**src/design/ast_pkg.sv**
```systemverilog
// Purpose: Constants and types for the snooze-mode converter trigger block.
// Assumes: One 250 MHz clock; APB slave with 32-bit data.
// Notes:   Offsets are byte addresses; every register is one aligned word.
//
// Behaviour
// [RQ1] Timer counts slow clock, reload 59999, underflows
// [RQ2] Timer underflow is the converter hardware trigger
// [RQ3] Software sets select, one-shot, trigger-wait mode
// [RQ4] Channel zero is the only analog input
// [RQ5] Operation-enable bit arms the voltage comparator
// [RQ6] Count-start bit runs timer; timer irq masked
// [RQ7] Snooze-enable bit allows conversions during stop
// [RQ8] Trigger in stop starts conversion, CPU sleeps
// [RQ9] Conversion end writes result, raises end irq
// [RQ10] End irq wakes device; software clears snooze
// [RQ11] Software shifts result right six, stores it
// [RQ12] Software clears end flag and mask first
// [RQ13] Software keeps ten most recent results
// [RQ14] Software re-arms snooze and re-enters stop
// [RQ15] Trigger recurs about every four seconds
// [RQ16] Result holds 10-bit value left-justified
package ast_pkg;

  // ==========================================================================
  // Timing
  localparam int CLOCK_HZ        = 250_000_000;
  localparam int CLOCK_PERIOD_NS = 4;
  localparam int LOSC_HZ         = 15_000;
  localparam int LOSC_DIV_CYCLES = (CLOCK_HZ + LOSC_HZ / 2) / LOSC_HZ;
  localparam int CONV_TIME_NS    = 9_000;
  localparam int CONV_CYCLES     =
    (CONV_TIME_NS + CLOCK_PERIOD_NS - 1) / CLOCK_PERIOD_NS;
  localparam logic [11:0] CONV_LAST = 12'(CONV_CYCLES - 1);
  localparam int DIV_W = 15;

  // ==========================================================================
  // Register offsets
  localparam logic [7:0] ADDR_MODE0        = 8'h00;
  localparam logic [7:0] ADDR_MODE2        = 8'h04;
  localparam logic [7:0] ADDR_RESULT       = 8'h08;
  localparam logic [7:0] ADDR_TIMER_CTRL   = 8'h0C;
  localparam logic [7:0] ADDR_TIMER_RELOAD = 8'h10;
  localparam logic [7:0] ADDR_IRQ_STATUS   = 8'h14;
  localparam logic [7:0] ADDR_IRQ_MASK     = 8'h18;
  localparam logic [7:0] ADDR_STATE        = 8'h1C;

  // ==========================================================================
  // Field positions
  localparam int BIT_OP_ENABLE   = 0;
  localparam int BIT_TIMING_LO   = 1;
  localparam int BIT_TIMING_HI   = 5;
  localparam int BIT_CHAN_MODE   = 6;
  localparam int BIT_SNOOZE      = 2;
  localparam int BIT_TIMER_START = 0;
  localparam int BIT_TIMER_RUN   = 1;
  localparam int BIT_IRQ_CONV    = 0;
  localparam int BIT_IRQ_TIMER   = 1;
  localparam int BIT_ST_WAIT     = 0;
  localparam int BIT_ST_BUSY     = 1;
  localparam int BIT_ST_SNOOZE   = 2;
  localparam int BIT_ST_STOP     = 3;
  localparam int RESULT_SHIFT    = 6;

  // ==========================================================================
  // Reset values
  localparam logic [15:0] TIMER_RELOAD_RST = 16'hEA5F;
  localparam logic [1:0]  IRQ_MASK_RST     = 2'h3;
  localparam logic [4:0]  TIMING_RST       = 5'h00;

  typedef enum logic [1:0] {ST_IDLE, ST_WAIT, ST_CONV} ast_conv_state_t;

  typedef struct packed {
    ast_conv_state_t state;
    logic [11:0]     convCount;
    logic            opEnable;
    logic            chanMode;
    logic [4:0]      convTiming;
    logic            snoozeEnable;
    logic            timerStart;
    logic [15:0]     timerReload;
    logic [15:0]     result;
    logic [1:0]      status;
    logic [1:0]      mask;
    logic            snoozeActive;
    logic            cpuWake;
    logic            irq;
    logic            sampleHold;
    logic [31:0]     prdata;
    logic            pready;
    logic            pslverr;
  } ast_regs_t;

endpackage : ast_pkg

```
**src/design/ast_sync.sv**
```systemverilog
// Purpose: Two-stage synchroniser for levels from outside the clock domain.
// Assumes: Input is a level that may change at any time.
// Notes:   First stage feeds the second stage only.
`timescale 1ns/10ps
module ast_sync #(
  parameter int W = 1
) (
  input  wire logic         clock,   // System clock
  input  wire logic         reset,   // Synchronous reset, active high
  input  wire logic [W-1:0] async,   // Level from outside the domain
  output logic      [W-1:0] synced   // Synchronised level
);

  typedef struct packed {
    logic [W-1:0] s1;
    logic [W-1:0] s2;
  } ast_sync_t;

  ast_sync_t cur;
  ast_sync_t next_cur;

  always_comb begin
    next_cur.s1 = async;
    next_cur.s2 = cur.s1;
  end

  always_ff @(posedge clock) begin
    if (reset) begin
      cur <= '0;
    end else begin
      cur <= next_cur;
    end
  end

  assign synced = cur.s2;

endmodule : ast_sync

```
**src/design/ast_reload_timer.sv**
```systemverilog
// Purpose: Down counter that reloads and pulses on underflow.
// Assumes: tick is a one-cycle enable; run low holds the reload value.
// Notes:   Period is reloadValue + 1 ticks; underflow is registered.
`timescale 1ns/10ps
module ast_reload_timer #(
  parameter int W = 16
) (
  input  wire logic         clock,       // System clock
  input  wire logic         reset,       // Synchronous reset, active high
  input  wire logic         run,         // Count while high
  input  wire logic         tick,        // Count enable pulse
  input  wire logic [W-1:0] reloadValue, // Value loaded on underflow
  output logic              underflow,   // One-cycle underflow pulse
  output logic      [W-1:0] count        // Present count
);

  typedef struct packed {
    logic [W-1:0] count;
    logic         uf;
  } ast_tmr_t;

  ast_tmr_t cur;
  ast_tmr_t next_cur;

  always_comb begin
    next_cur    = cur;
    next_cur.uf = 1'b0;
    if (!run) begin
      next_cur.count = reloadValue;
    end else if (tick) begin
      if (cur.count == '0) begin
        next_cur.count = reloadValue;
        next_cur.uf    = 1'b1;
      end else begin
        next_cur.count = cur.count - 1'b1;
      end
    end
  end

  always_ff @(posedge clock) begin
    if (reset) begin
      cur <= '0;
    end else begin
      cur <= next_cur;
    end
  end

  assign underflow = cur.uf;
  assign count     = cur.count;

endmodule : ast_reload_timer

```
**src/design/ast_snooze_trigger.sv**
```systemverilog
// Purpose: Interval timer, event link and snooze-capable converter control.
// Assumes: Analog front end delivers a 10-bit sample on this clock.
// Notes:   stopMode comes from the power controller and is synchronised.
`timescale 1ns/10ps
module ast_snooze_trigger
  import ast_pkg::*;
#(
  parameter int LOSC_DIV = LOSC_DIV_CYCLES
) (
  input  wire logic        clock,        // 250 MHz system clock
  input  wire logic        reset,        // Synchronous reset, active high
  input  wire logic [7:0]  paddr,        // APB address
  input  wire logic        psel,         // APB select
  input  wire logic        penable,      // APB enable
  input  wire logic        pwrite,       // APB write
  input  wire logic [31:0] pwdata,       // APB write data
  output logic      [31:0] prdata,       // APB read data
  output logic             pready,       // APB ready
  output logic             pslverr,      // APB error, unmapped address
  input  wire logic        stopMode,     // Device in stop mode
  input  wire logic [9:0]  sampleData,   // Converted analog value
  output logic             sampleHold,   // Conversion start pulse
  output logic             snoozeActive, // Converter runs in snooze
  output logic             cpuWake,      // Wake request pulse
  output logic             irq           // Level interrupt
);

  ast_regs_t          cur;
  ast_regs_t          next_cur;
  logic               stopSync;
  logic               oscTick;
  logic               timerUnderflow;
  logic [15:0]        timerCount;
  logic               trigger;
  logic               accessEdge;
  logic               convDone;
  logic [31:0]        readMux;
  logic               mapped;

  // ==========================================================================
  // Stop-mode input and slow clock
  ast_sync #(
    .W (1)
  ) uStopSync (
    .clock  (clock),
    .reset  (reset),
    .async  (stopMode),
    .synced (stopSync)
  );

  // Slow oscillator enable pulse
  ast_reload_timer #(
    .W (DIV_W)
  ) uOscDiv (
    .clock       (clock),
    .reset       (reset),
    .run         (1'b1),
    .tick        (1'b1),
    .reloadValue (DIV_W'(LOSC_DIV - 1)),
    .underflow   (oscTick),
    .count       ()
  );

  // [RQ1] [RQ15] interval timer reload
  ast_reload_timer #(
    .W (16)
  ) uIntervalTimer (
    .clock       (clock),
    .reset       (reset),
    .run         (cur.timerStart),
    .tick        (oscTick),
    .reloadValue (cur.timerReload),
    .underflow   (timerUnderflow),
    .count       (timerCount)
  );

  // [RQ2] event link routing
  assign trigger = timerUnderflow;

  // ==========================================================================
  // Register read decode
  always_comb begin
    readMux = 32'h0000_0000;
    mapped  = 1'b1;
    case (paddr)
      ADDR_MODE0: begin
        readMux[BIT_OP_ENABLE]               = cur.opEnable;
        readMux[BIT_TIMING_HI:BIT_TIMING_LO] = cur.convTiming;
        readMux[BIT_CHAN_MODE]               = cur.chanMode;
      end
      ADDR_MODE2: begin
        readMux[BIT_SNOOZE] = cur.snoozeEnable;
      end
      ADDR_RESULT: begin
        readMux[15:0] = cur.result;
      end
      ADDR_TIMER_CTRL: begin
        readMux[BIT_TIMER_START] = cur.timerStart;
        readMux[BIT_TIMER_RUN]   = cur.timerStart;
        readMux[31:16]           = timerCount;
      end
      ADDR_TIMER_RELOAD: begin
        readMux[15:0] = cur.timerReload;
      end
      ADDR_IRQ_STATUS: begin
        readMux[1:0] = cur.status;
      end
      ADDR_IRQ_MASK: begin
        readMux[1:0] = cur.mask;
      end
      ADDR_STATE: begin
        readMux[BIT_ST_WAIT]   = (cur.state == ST_WAIT);
        readMux[BIT_ST_BUSY]   = (cur.state == ST_CONV);
        readMux[BIT_ST_SNOOZE] = cur.snoozeActive;
        readMux[BIT_ST_STOP]   = stopSync;
      end
      default: begin
        mapped = 1'b0;
      end
    endcase
  end

  assign accessEdge = psel && penable && cur.pready;
  assign convDone   = (cur.state == ST_CONV) && (cur.convCount == 12'h000);

  // ==========================================================================
  // Next-state logic
  always_comb begin
    next_cur            = cur;
    next_cur.cpuWake    = 1'b0;
    next_cur.sampleHold = 1'b0;

    // APB: answer prepared in setup, ready in access phase
    if (psel && !penable) begin
      next_cur.pready  = 1'b1;
      next_cur.prdata  = readMux;
      next_cur.pslverr = !mapped;
    end else begin
      next_cur.pready  = 1'b0;
      next_cur.pslverr = 1'b0;
    end

    if (accessEdge && pwrite) begin
      case (paddr)
        ADDR_MODE0: begin
          // [RQ5] operation enable write
          next_cur.opEnable   = pwdata[BIT_OP_ENABLE];
          next_cur.convTiming = pwdata[BIT_TIMING_HI:BIT_TIMING_LO];
          next_cur.chanMode   = pwdata[BIT_CHAN_MODE];
        end
        ADDR_MODE2: begin
          // [RQ7] [RQ10] snooze enable set and clear
          next_cur.snoozeEnable = pwdata[BIT_SNOOZE];
        end
        ADDR_TIMER_CTRL: begin
          // [RQ6] timer count start
          next_cur.timerStart = pwdata[BIT_TIMER_START];
        end
        ADDR_TIMER_RELOAD: begin
          next_cur.timerReload = pwdata[15:0];
        end
        ADDR_IRQ_MASK: begin
          next_cur.mask = pwdata[1:0];
        end
        default: begin
        end
      endcase
    end

    // Read clears only the bits that were reported
    if (accessEdge && !pwrite && paddr == ADDR_IRQ_STATUS) begin
      next_cur.status = cur.status & ~cur.prdata[1:0];
    end

    // Converter sequencer
    case (cur.state)
      ST_IDLE: begin
        if (cur.opEnable) begin
          next_cur.state = ST_WAIT;
        end
      end
      ST_WAIT: begin
        // [RQ8] trigger accepted awake, or in stop with snooze
        if (trigger && (!stopSync || cur.snoozeEnable)) begin
          next_cur.state        = ST_CONV;
          next_cur.convCount    = CONV_LAST;
          next_cur.sampleHold   = 1'b1;
          next_cur.snoozeActive = stopSync;
        end
      end
      ST_CONV: begin
        if (cur.convCount != 12'h000) begin
          next_cur.convCount = cur.convCount - 12'h001;
        end else begin
          // [RQ9] [RQ16] result left-justified
          next_cur.result = {sampleData, 6'h00};
          next_cur.state  = ST_WAIT;
          // [RQ10] wake from snooze
          if (cur.snoozeActive) begin
            next_cur.cpuWake      = 1'b1;
            next_cur.snoozeActive = 1'b0;
          end
        end
      end
      default: begin
        next_cur.state = ST_IDLE;
      end
    endcase

    // [RQ5] comparator off drops any conversion
    if (!cur.opEnable) begin
      next_cur.state        = ST_IDLE;
      next_cur.snoozeActive = 1'b0;
    end

    // [RQ9] event sets win over read clear
    if (convDone) begin
      next_cur.status[BIT_IRQ_CONV] = 1'b1;
    end
    if (timerUnderflow) begin
      next_cur.status[BIT_IRQ_TIMER] = 1'b1;
    end

    // [RQ6] masked bits stay off the interrupt line
    next_cur.irq = |(next_cur.status & ~next_cur.mask);
  end

  always_ff @(posedge clock) begin
    if (reset) begin
      cur             <= '0;
      cur.state       <= ST_IDLE;
      cur.convTiming  <= TIMING_RST;
      cur.timerReload <= TIMER_RELOAD_RST;
      cur.mask        <= IRQ_MASK_RST;
    end else begin
      cur <= next_cur;
    end
  end

  assign prdata       = cur.prdata;
  assign pready       = cur.pready;
  assign pslverr      = cur.pslverr;
  assign sampleHold   = cur.sampleHold;
  assign snoozeActive = cur.snoozeActive;
  assign cpuWake      = cur.cpuWake;
  assign irq          = cur.irq;

  // Cycles since the start pulse, for the conversion-time check
  logic [11:0] holdAge;
  always_ff @(posedge clock) begin
    holdAge <= (reset || sampleHold) ? {11'h000, !reset} : holdAge + 12'h001;
  end
endmodule : ast_snooze_trigger

```
**config.mk**
```make
export PLATFORM = sky130hd
export DESIGN_NAME = ast_snooze_trigger
export DESIGN_NICKNAME = d
export VERILOG_FILES = /design/src/design/ast_pkg.sv /design/src/design/ast_sync.sv /design/src/design/ast_reload_timer.sv /design/src/design/ast_snooze_trigger.sv
export SDC_FILE = /design/constraint.sdc
export NUM_CORES = 1
export LEC_CHECK = 0
export ABC_AREA = 1
export BUFFER_PORTS_ARGS = -buffer_cell sky130_fd_sc_hd__buf_2
export CAP_MARGIN = 10
export CELL_PAD_IN_SITES_DETAIL_PLACEMENT = 1
export CELL_PAD_IN_SITES_GLOBAL_PLACEMENT = 2
export CORE_MARGIN = 2
export CORE_UTILIZATION = 36
export CTS_BUF_LIST = sky130_fd_sc_hd__clkbuf_4
export CTS_CLUSTER_DIAMETER = 80
export DETAILED_ROUTE_END_ITERATION = 6
export GPL_TIMING_DRIVEN = 0
export PLACE_DENSITY = 0.95
export SLEW_MARGIN = 10
export SYNTH_ARGS = -nofsm -noshare
export SYNTH_HDL_FRONTEND = slang
export SYNTH_SLANG_ARGS = --single-unit
```
**constraint.sdc**
```tcl
create_clock -name clock -period 2.8 [get_ports clock]
set_input_delay 0.56 -clock clock [delete_from_list [all_inputs] [get_ports clock]]
set_output_delay 0.56 -clock clock [all_outputs]
set_load 0.02 [all_outputs]
```
# Word level (Yosys, flattened, before mapping)
# Cells that the tools add are included.
# totals
reg_bits,126
latchBits,0
mem_bits_rw,0
romBits,0
input_bits,56
mem_count,0
# classes
add_sub_neg,3
multipliers,0
div_mod_pow,0
magnitude_cmp,0
eq_ne,13
n_shift,0
mux,29
n_bitwise,11
n_reduce_logical,36
# ops
op,n
16-bit two-way mux,3
"8-bit by 5-bit equality test with 1-bit output, second input constant",4
12-bit case mux with 2 select lines,1
9-bit case mux with 2 select lines,1
17-bit two-way mux,1
"8-bit by 4-bit equality test with 1-bit output, second input constant",2
16-bit logical NOT,1
"16-bit by 1-bit subtractor with 16-bit output, second input constant",1
15-bit logical NOT,1
15-bit two-way mux,1
"15-bit by 1-bit subtractor with 15-bit output, second input constant",1
14-bit two-way mux,1
12-bit logical NOT,1
12-bit two-way mux,1
2-bit two-way mux,6
2-bit case mux with 6 select lines,1
2-bit AND reduction,6
12-bit nonzero test,1
"12-bit by 1-bit subtractor with 12-bit output, second input constant",1
2-bit OR reduction,5
3-bit case mux with 3 select lines,1
"8-bit by 3-bit equality test with 1-bit output, second input constant",1
1-bit logical AND,8
8-bit logical NOT,1
other kinds (19),41

# Longest topological paths before layout
# logic_depth
ltp_word,8
mapped_depth,11

# Hierarchy
# A second synthesis with hierarchy kept.
# unflattened
cells_unflattened,1099
area_unflattened_um2,7382.1
# modules_own_cells
mod,n_inst,cells_per_inst,area_per_inst_um2
ast_snooze_trigger,1,601,4372.9
ast_reload_timer at uIntervalTimer,1,254,1532.7
ast_reload_timer at uOscDiv,1,238,1421.4
ast_sync,1,6,55.1

# Worst setup path before layout
# OpenSTA, ideal clock, no wires.
# synth_timing
path_kind,in2reg
from,in paddr[1]
to,reg cur[68] (netlist name)
setup_time_ns,0.120
arrival_time_ns,1.410
required_time_ns,2.680
path_slack_ns,1.270
stages,7
n_path_buf,1
path_cell_list,nor2_1 > nand2_1 > nor2_2 > nand2_2 > buf_2 > o21ai_0 > a21oi_1
# synth_between
elab_chain_len,2
# synth_lines
element,line,source
"start, declared",ast_snooze_trigger.sv:12,"input wire logic [7:0] paddr,"
8-bit by 5-bit equality test with 1-bit output,ast_snooze_trigger.sv:144,case (paddr)
2-bit AND reduction (no line),-,
"end signal, assigned",ast_snooze_trigger.sv:236,cur <= next_cur;
"end, declared",ast_snooze_trigger.sv:28,ast_regs_t cur;
# No other way between the ends.
# A chain may end at the register's enable or synchronous reset.

# Worst setup path after layout
# layout_timing
from,"reg uIntervalTimer.cur, in the netlist uIntervalTimer.count[0]"
to,"reg uIntervalTimer.cur, in the netlist uIntervalTimer.count[13]"
# layout_between
elab_chain_len,4
word_cells_on_any_way,5
cone_classes,add/sub (1); mux (3); reduce/logical (1)
# layout_lines
element,line,source
"start, declared",ast_reload_timer.sv:22,ast_tmr_t cur;
"start signal, assigned",ast_reload_timer.sv:44,cur <= next_cur;
16-bit by 1-bit subtractor with 16-bit output or 16-bit logical NOT (tied branches),"ast_reload_timer.sv:35, ast_reload_timer.sv:31",
16-bit two-way mux (*),ast_reload_timer.sv:31,if (cur.count == '0) begin
17-bit two-way mux (*),ast_reload_timer.sv:30,end else if (tick) begin
16-bit two-way mux (*),ast_reload_timer.sv:28,if (!run) begin
# Mark *: on every way between the ends. The rest lies on a longest branch, timed or not. The select of a mux whose other input is x is not followed.

==> run summary <==
TritonCTS built the clock tree. The peak per-stage delay on the critical path works out to 350 ps. The logs give 0.00346 uW for the leakage power figure and 0.417 for the share of the core filled with cells. The library cell contributing the largest single delay on the critical path is dfxtp_1.

The post-detailed-placement cell area is 7160 sq um. For the worst setup path, the data arrival time is 2250 ps. The average footprint of a synthesized cell came out at 6.96 sq um.

The worst min-delay path category was input port to flop. Setup total negative slack on the finished layout was measured at 0 ps. The worst-case headroom to the max-slew limit was 0.484. After clock tree synthesis, the repair step resized 0 gates. Clock-pin slew was measured on the worst setup and hold paths at 110 ps. The HPWL after detailed placement is 15500 um. The tools report the number of global-route vias before repair as 6355. The width of the chip was 138 um. Cell-internal power: 2830 uW. The number of port buffers works out to 76. For the distinct cell type count of the synthesized netlist, the log shows 37.

In the synthesized netlist, the cells that appear most often are 179 x nand2_1, 126 x dfxtp_1, 120 x inv_1. The worst setup path is launched from a flop. The number of synthesis warnings was 0; the global-route congestion overflow total was 0. The net count after synthesis came out at 994. TritonCTS created 17 clock buffers. Counting I/O delays and the setup requirement, the final critical path takes 1860 ps. Entering global routing, the biggest net connects 17 pins. The portion of total power attributed to sequential cells was 0.491.

Synthesized instance count: 933. The die covers 19100 sq um. The signal on the critical path passes through inv_1 > ha_1 > nand3_1 > nor2_4 > buf_2 > nand3_1 > nand2_1 > inv_1 > nand2_1 > a21oi_1.

Setup repair after global routing left no endpoint under its margin. The synthesized design contains 0 enable-type register cells. Counting flops and latches in the post-synthesis netlist gives 126. In this run the vertical extent of the chip is 138 um.

Sorting the synthesized cells by area gives the leading types as dfxtp_1 39%, nand2_1 10%, inv_1 6.9%. The run gives 7430 sq um as the final instance area. Power spread over the standard cell area amounts to 555 nW/um^2. For the final hold violation count, the log shows 0.

The fraction of synthesized cell area taken by the top area cell type is 0.388, and the via count normalized by instance count is 5.08. Startpoint-to-endpoint class of the critical path: flop to flop. The wire length on met3 was 1070 um. After the last flow step, the layout net total stands at 1089.

The actual transition at the worst max-transition pin was 773 ps; the overall global routing resource usage was 0.216. The clock drives 126 sinks. The maximum fanout encountered on the critical timing path came out at 10.

The most used flip-flop cell after synthesis is dfxtp_1. The logs give 0.194 for the combinational share of power and 318 for the violation count after the first detailed-route iteration. The top achievable clock speed is 539 MHz.

By instance count, the leading cell after synthesis is nand2_1. The number of antenna violations at the first check in global routing came out at 2. For this design, the CTS-stage hold fixing added 0 buffers.

The detail route stage leaves a number of antenna-violating nets equal to 0. OpenSTA, run right after detailed placement, puts the worst setup slack at 677 ps. After detailed routing, the wire length on met1 is 9400 um. After detailed routing, the average wire length per cell comes to 16.3 um.

The tools report the via count of the routed design as 6437. The post-synthesis cell area is 6500 sq um. For the max-slew violation count, the log shows 0. The fraction of layout instances using a drive strength above 1 is 0.200. The total wire length after detailed routing was 20700 um; the post-CTS setup buffer count was 0. The core region is 17800 sq um.

Setup violations remaining at the end of the flow were counted as 0. The clock passes through at most 2 buffers. The proportion of power drawn by the clock network is 0.315, and the required time at the endpoint of the critical path is 3190 ps.

For the largest clock skew in the final design, the log shows 20.4 ps. Summed over all nets, the switching power comes to 1290 uW. In this run the core area contains 49 standard-cell rows. Across the run, the number of max-cap violations was 0. Clock tree synthesis selected as its root buffer the cell clkbuf_4.

The kind of end point of the critical path was a flop. The flow ran to the end, and the final reports show no timing, DRC or antenna violations. At the end of routability-driven placement, the weighted congestion stood at 0.848. The fraction of power spent switching nets is 0.314.

The highest metal layer carrying signal wires in the routed design is met5. The starting density of the core is 0.364. Setup slack closes at 945 ps. The largest total area in the synthesized netlist belongs to dfxtp_1. The area growth from synthesis to layout is 14.4%. For the number of H-tree levels, the log shows 4. The first global-routing pass estimated 33100 um of wire. The later pin in the worst-skew pair is clocked with a latency of 540 ps. The share of synthesized area occupied by flip-flops and latches was 0.388. The first-pass iteration count of the detailed router is 5. The portion of the clock cycle consumed by the worst path in the final layout is 0.663. The worst supply voltage drop on vdd came out at 0.438 mV.

The share of synthesized flip-flops with an asynchronous set or reset was 0. The routed design uses 9950 um of met2 wire. For the number of ports placed on the die boundary, the log shows 94. Post-route DRC violation count: 0.
kinds of logic after synthesis:
kind of cell	count (synthesis)	share of synthesized area
buffers and inverters	199	0.143
flip-flops	126	0.388
AO/OA/AOI/OAI	191	0.171
XOR/XNOR	10	0.0135
adder cells (fa/ha/maj)	5	0.00963
AND/OR/NAND/NOR	402	0.275
area by class of cell:
class / instances / area [sq um]
fill: 2385 / 10400
multi-input combinational: 608 / 3040
sequential: 126 / 2520
inverter: 130 / 490
buffer: 69 / 442
timing repair buffer: 76 / 380
tap: 229 / 287
clock buffer: 19 / 143
clock inverter: 10 / 124
antenna: 1 / 2.50
through the flow:
stage,std cells,hold WS (ps),total power (uW)
after floorplan,933,388,2630
after global placement,1238,396,2830
after detailed placement,1238,400,2870
after CTS,1267,207,4160
after global routing,1268,193,4370
final,1268,246,4120
worst max-delay path, delay by kind of cell, from the launching register on:
family	cells	cell delay, ps
compound gates	1	70
simple gates	5	540
fa+ha+maj	1	270
buf+inv	3	480
flops	1	350
final timing paths:
check                                        startpoint  slack [ps]  cells past startpoint                       end
worst max-delay path            uIntervalTimer.count[0]         940                     10  uIntervalTimer.count[13]
worst min-delay path                           stopMode         250                      3          uStopSync.cur[1]
worst max register to register  uIntervalTimer.count[0]         940                     10  uIntervalTimer.count[13]
worst min register to register         uStopSync.cur[1]         410                      2          uStopSync.synced
placed cells by master (no fill, tap or decap), drive strengths merged, types with 13 or more instances in the layout:
| cell type | Yosys | routed |
|---|---|---|
| nand3 | 79 | 79 |
| inv | 128 | 128 |
| o22ai | 24 | 24 |
| nand2 | 186 | 186 |
| o211ai | 13 | 13 |
| a21oi | 82 | 82 |
| o21ai | 69 | 69 |
| nor2 | 106 | 106 |
| clkbuf | 17 | 36 |
| buf | 52 | 128 |
| dfxtp | 126 | 126 |
registers in the layout (all words and copies together) (netlist names), 15 cells and up:
name and flops:
uIntervalTimer.count 16, prdata 32, cur 53, uOscDiv.count 15
power by group through the flow:
stage          Combinational, uW  Sequential (uW)  Clock [uW]
2_1_floorplan                592             2040           0
3_3_place_gp                 769             2060           0
3_5_place_dp                 804             2060           0
4_1_cts                      814             2020        1330
5_1_grt                      927             2040        1400
6_report                     801             2020        1300
metal layers:
layer | track usage | vias to the layer above
met3 | 0.0481 | 16
li1 | - | 3177
met4 | 0.0505 | 2
met2 | 0.364 | 162
met1 | 0.284 | 3080
met5 | 0 | -
Power figures use the tool's default switching activity.
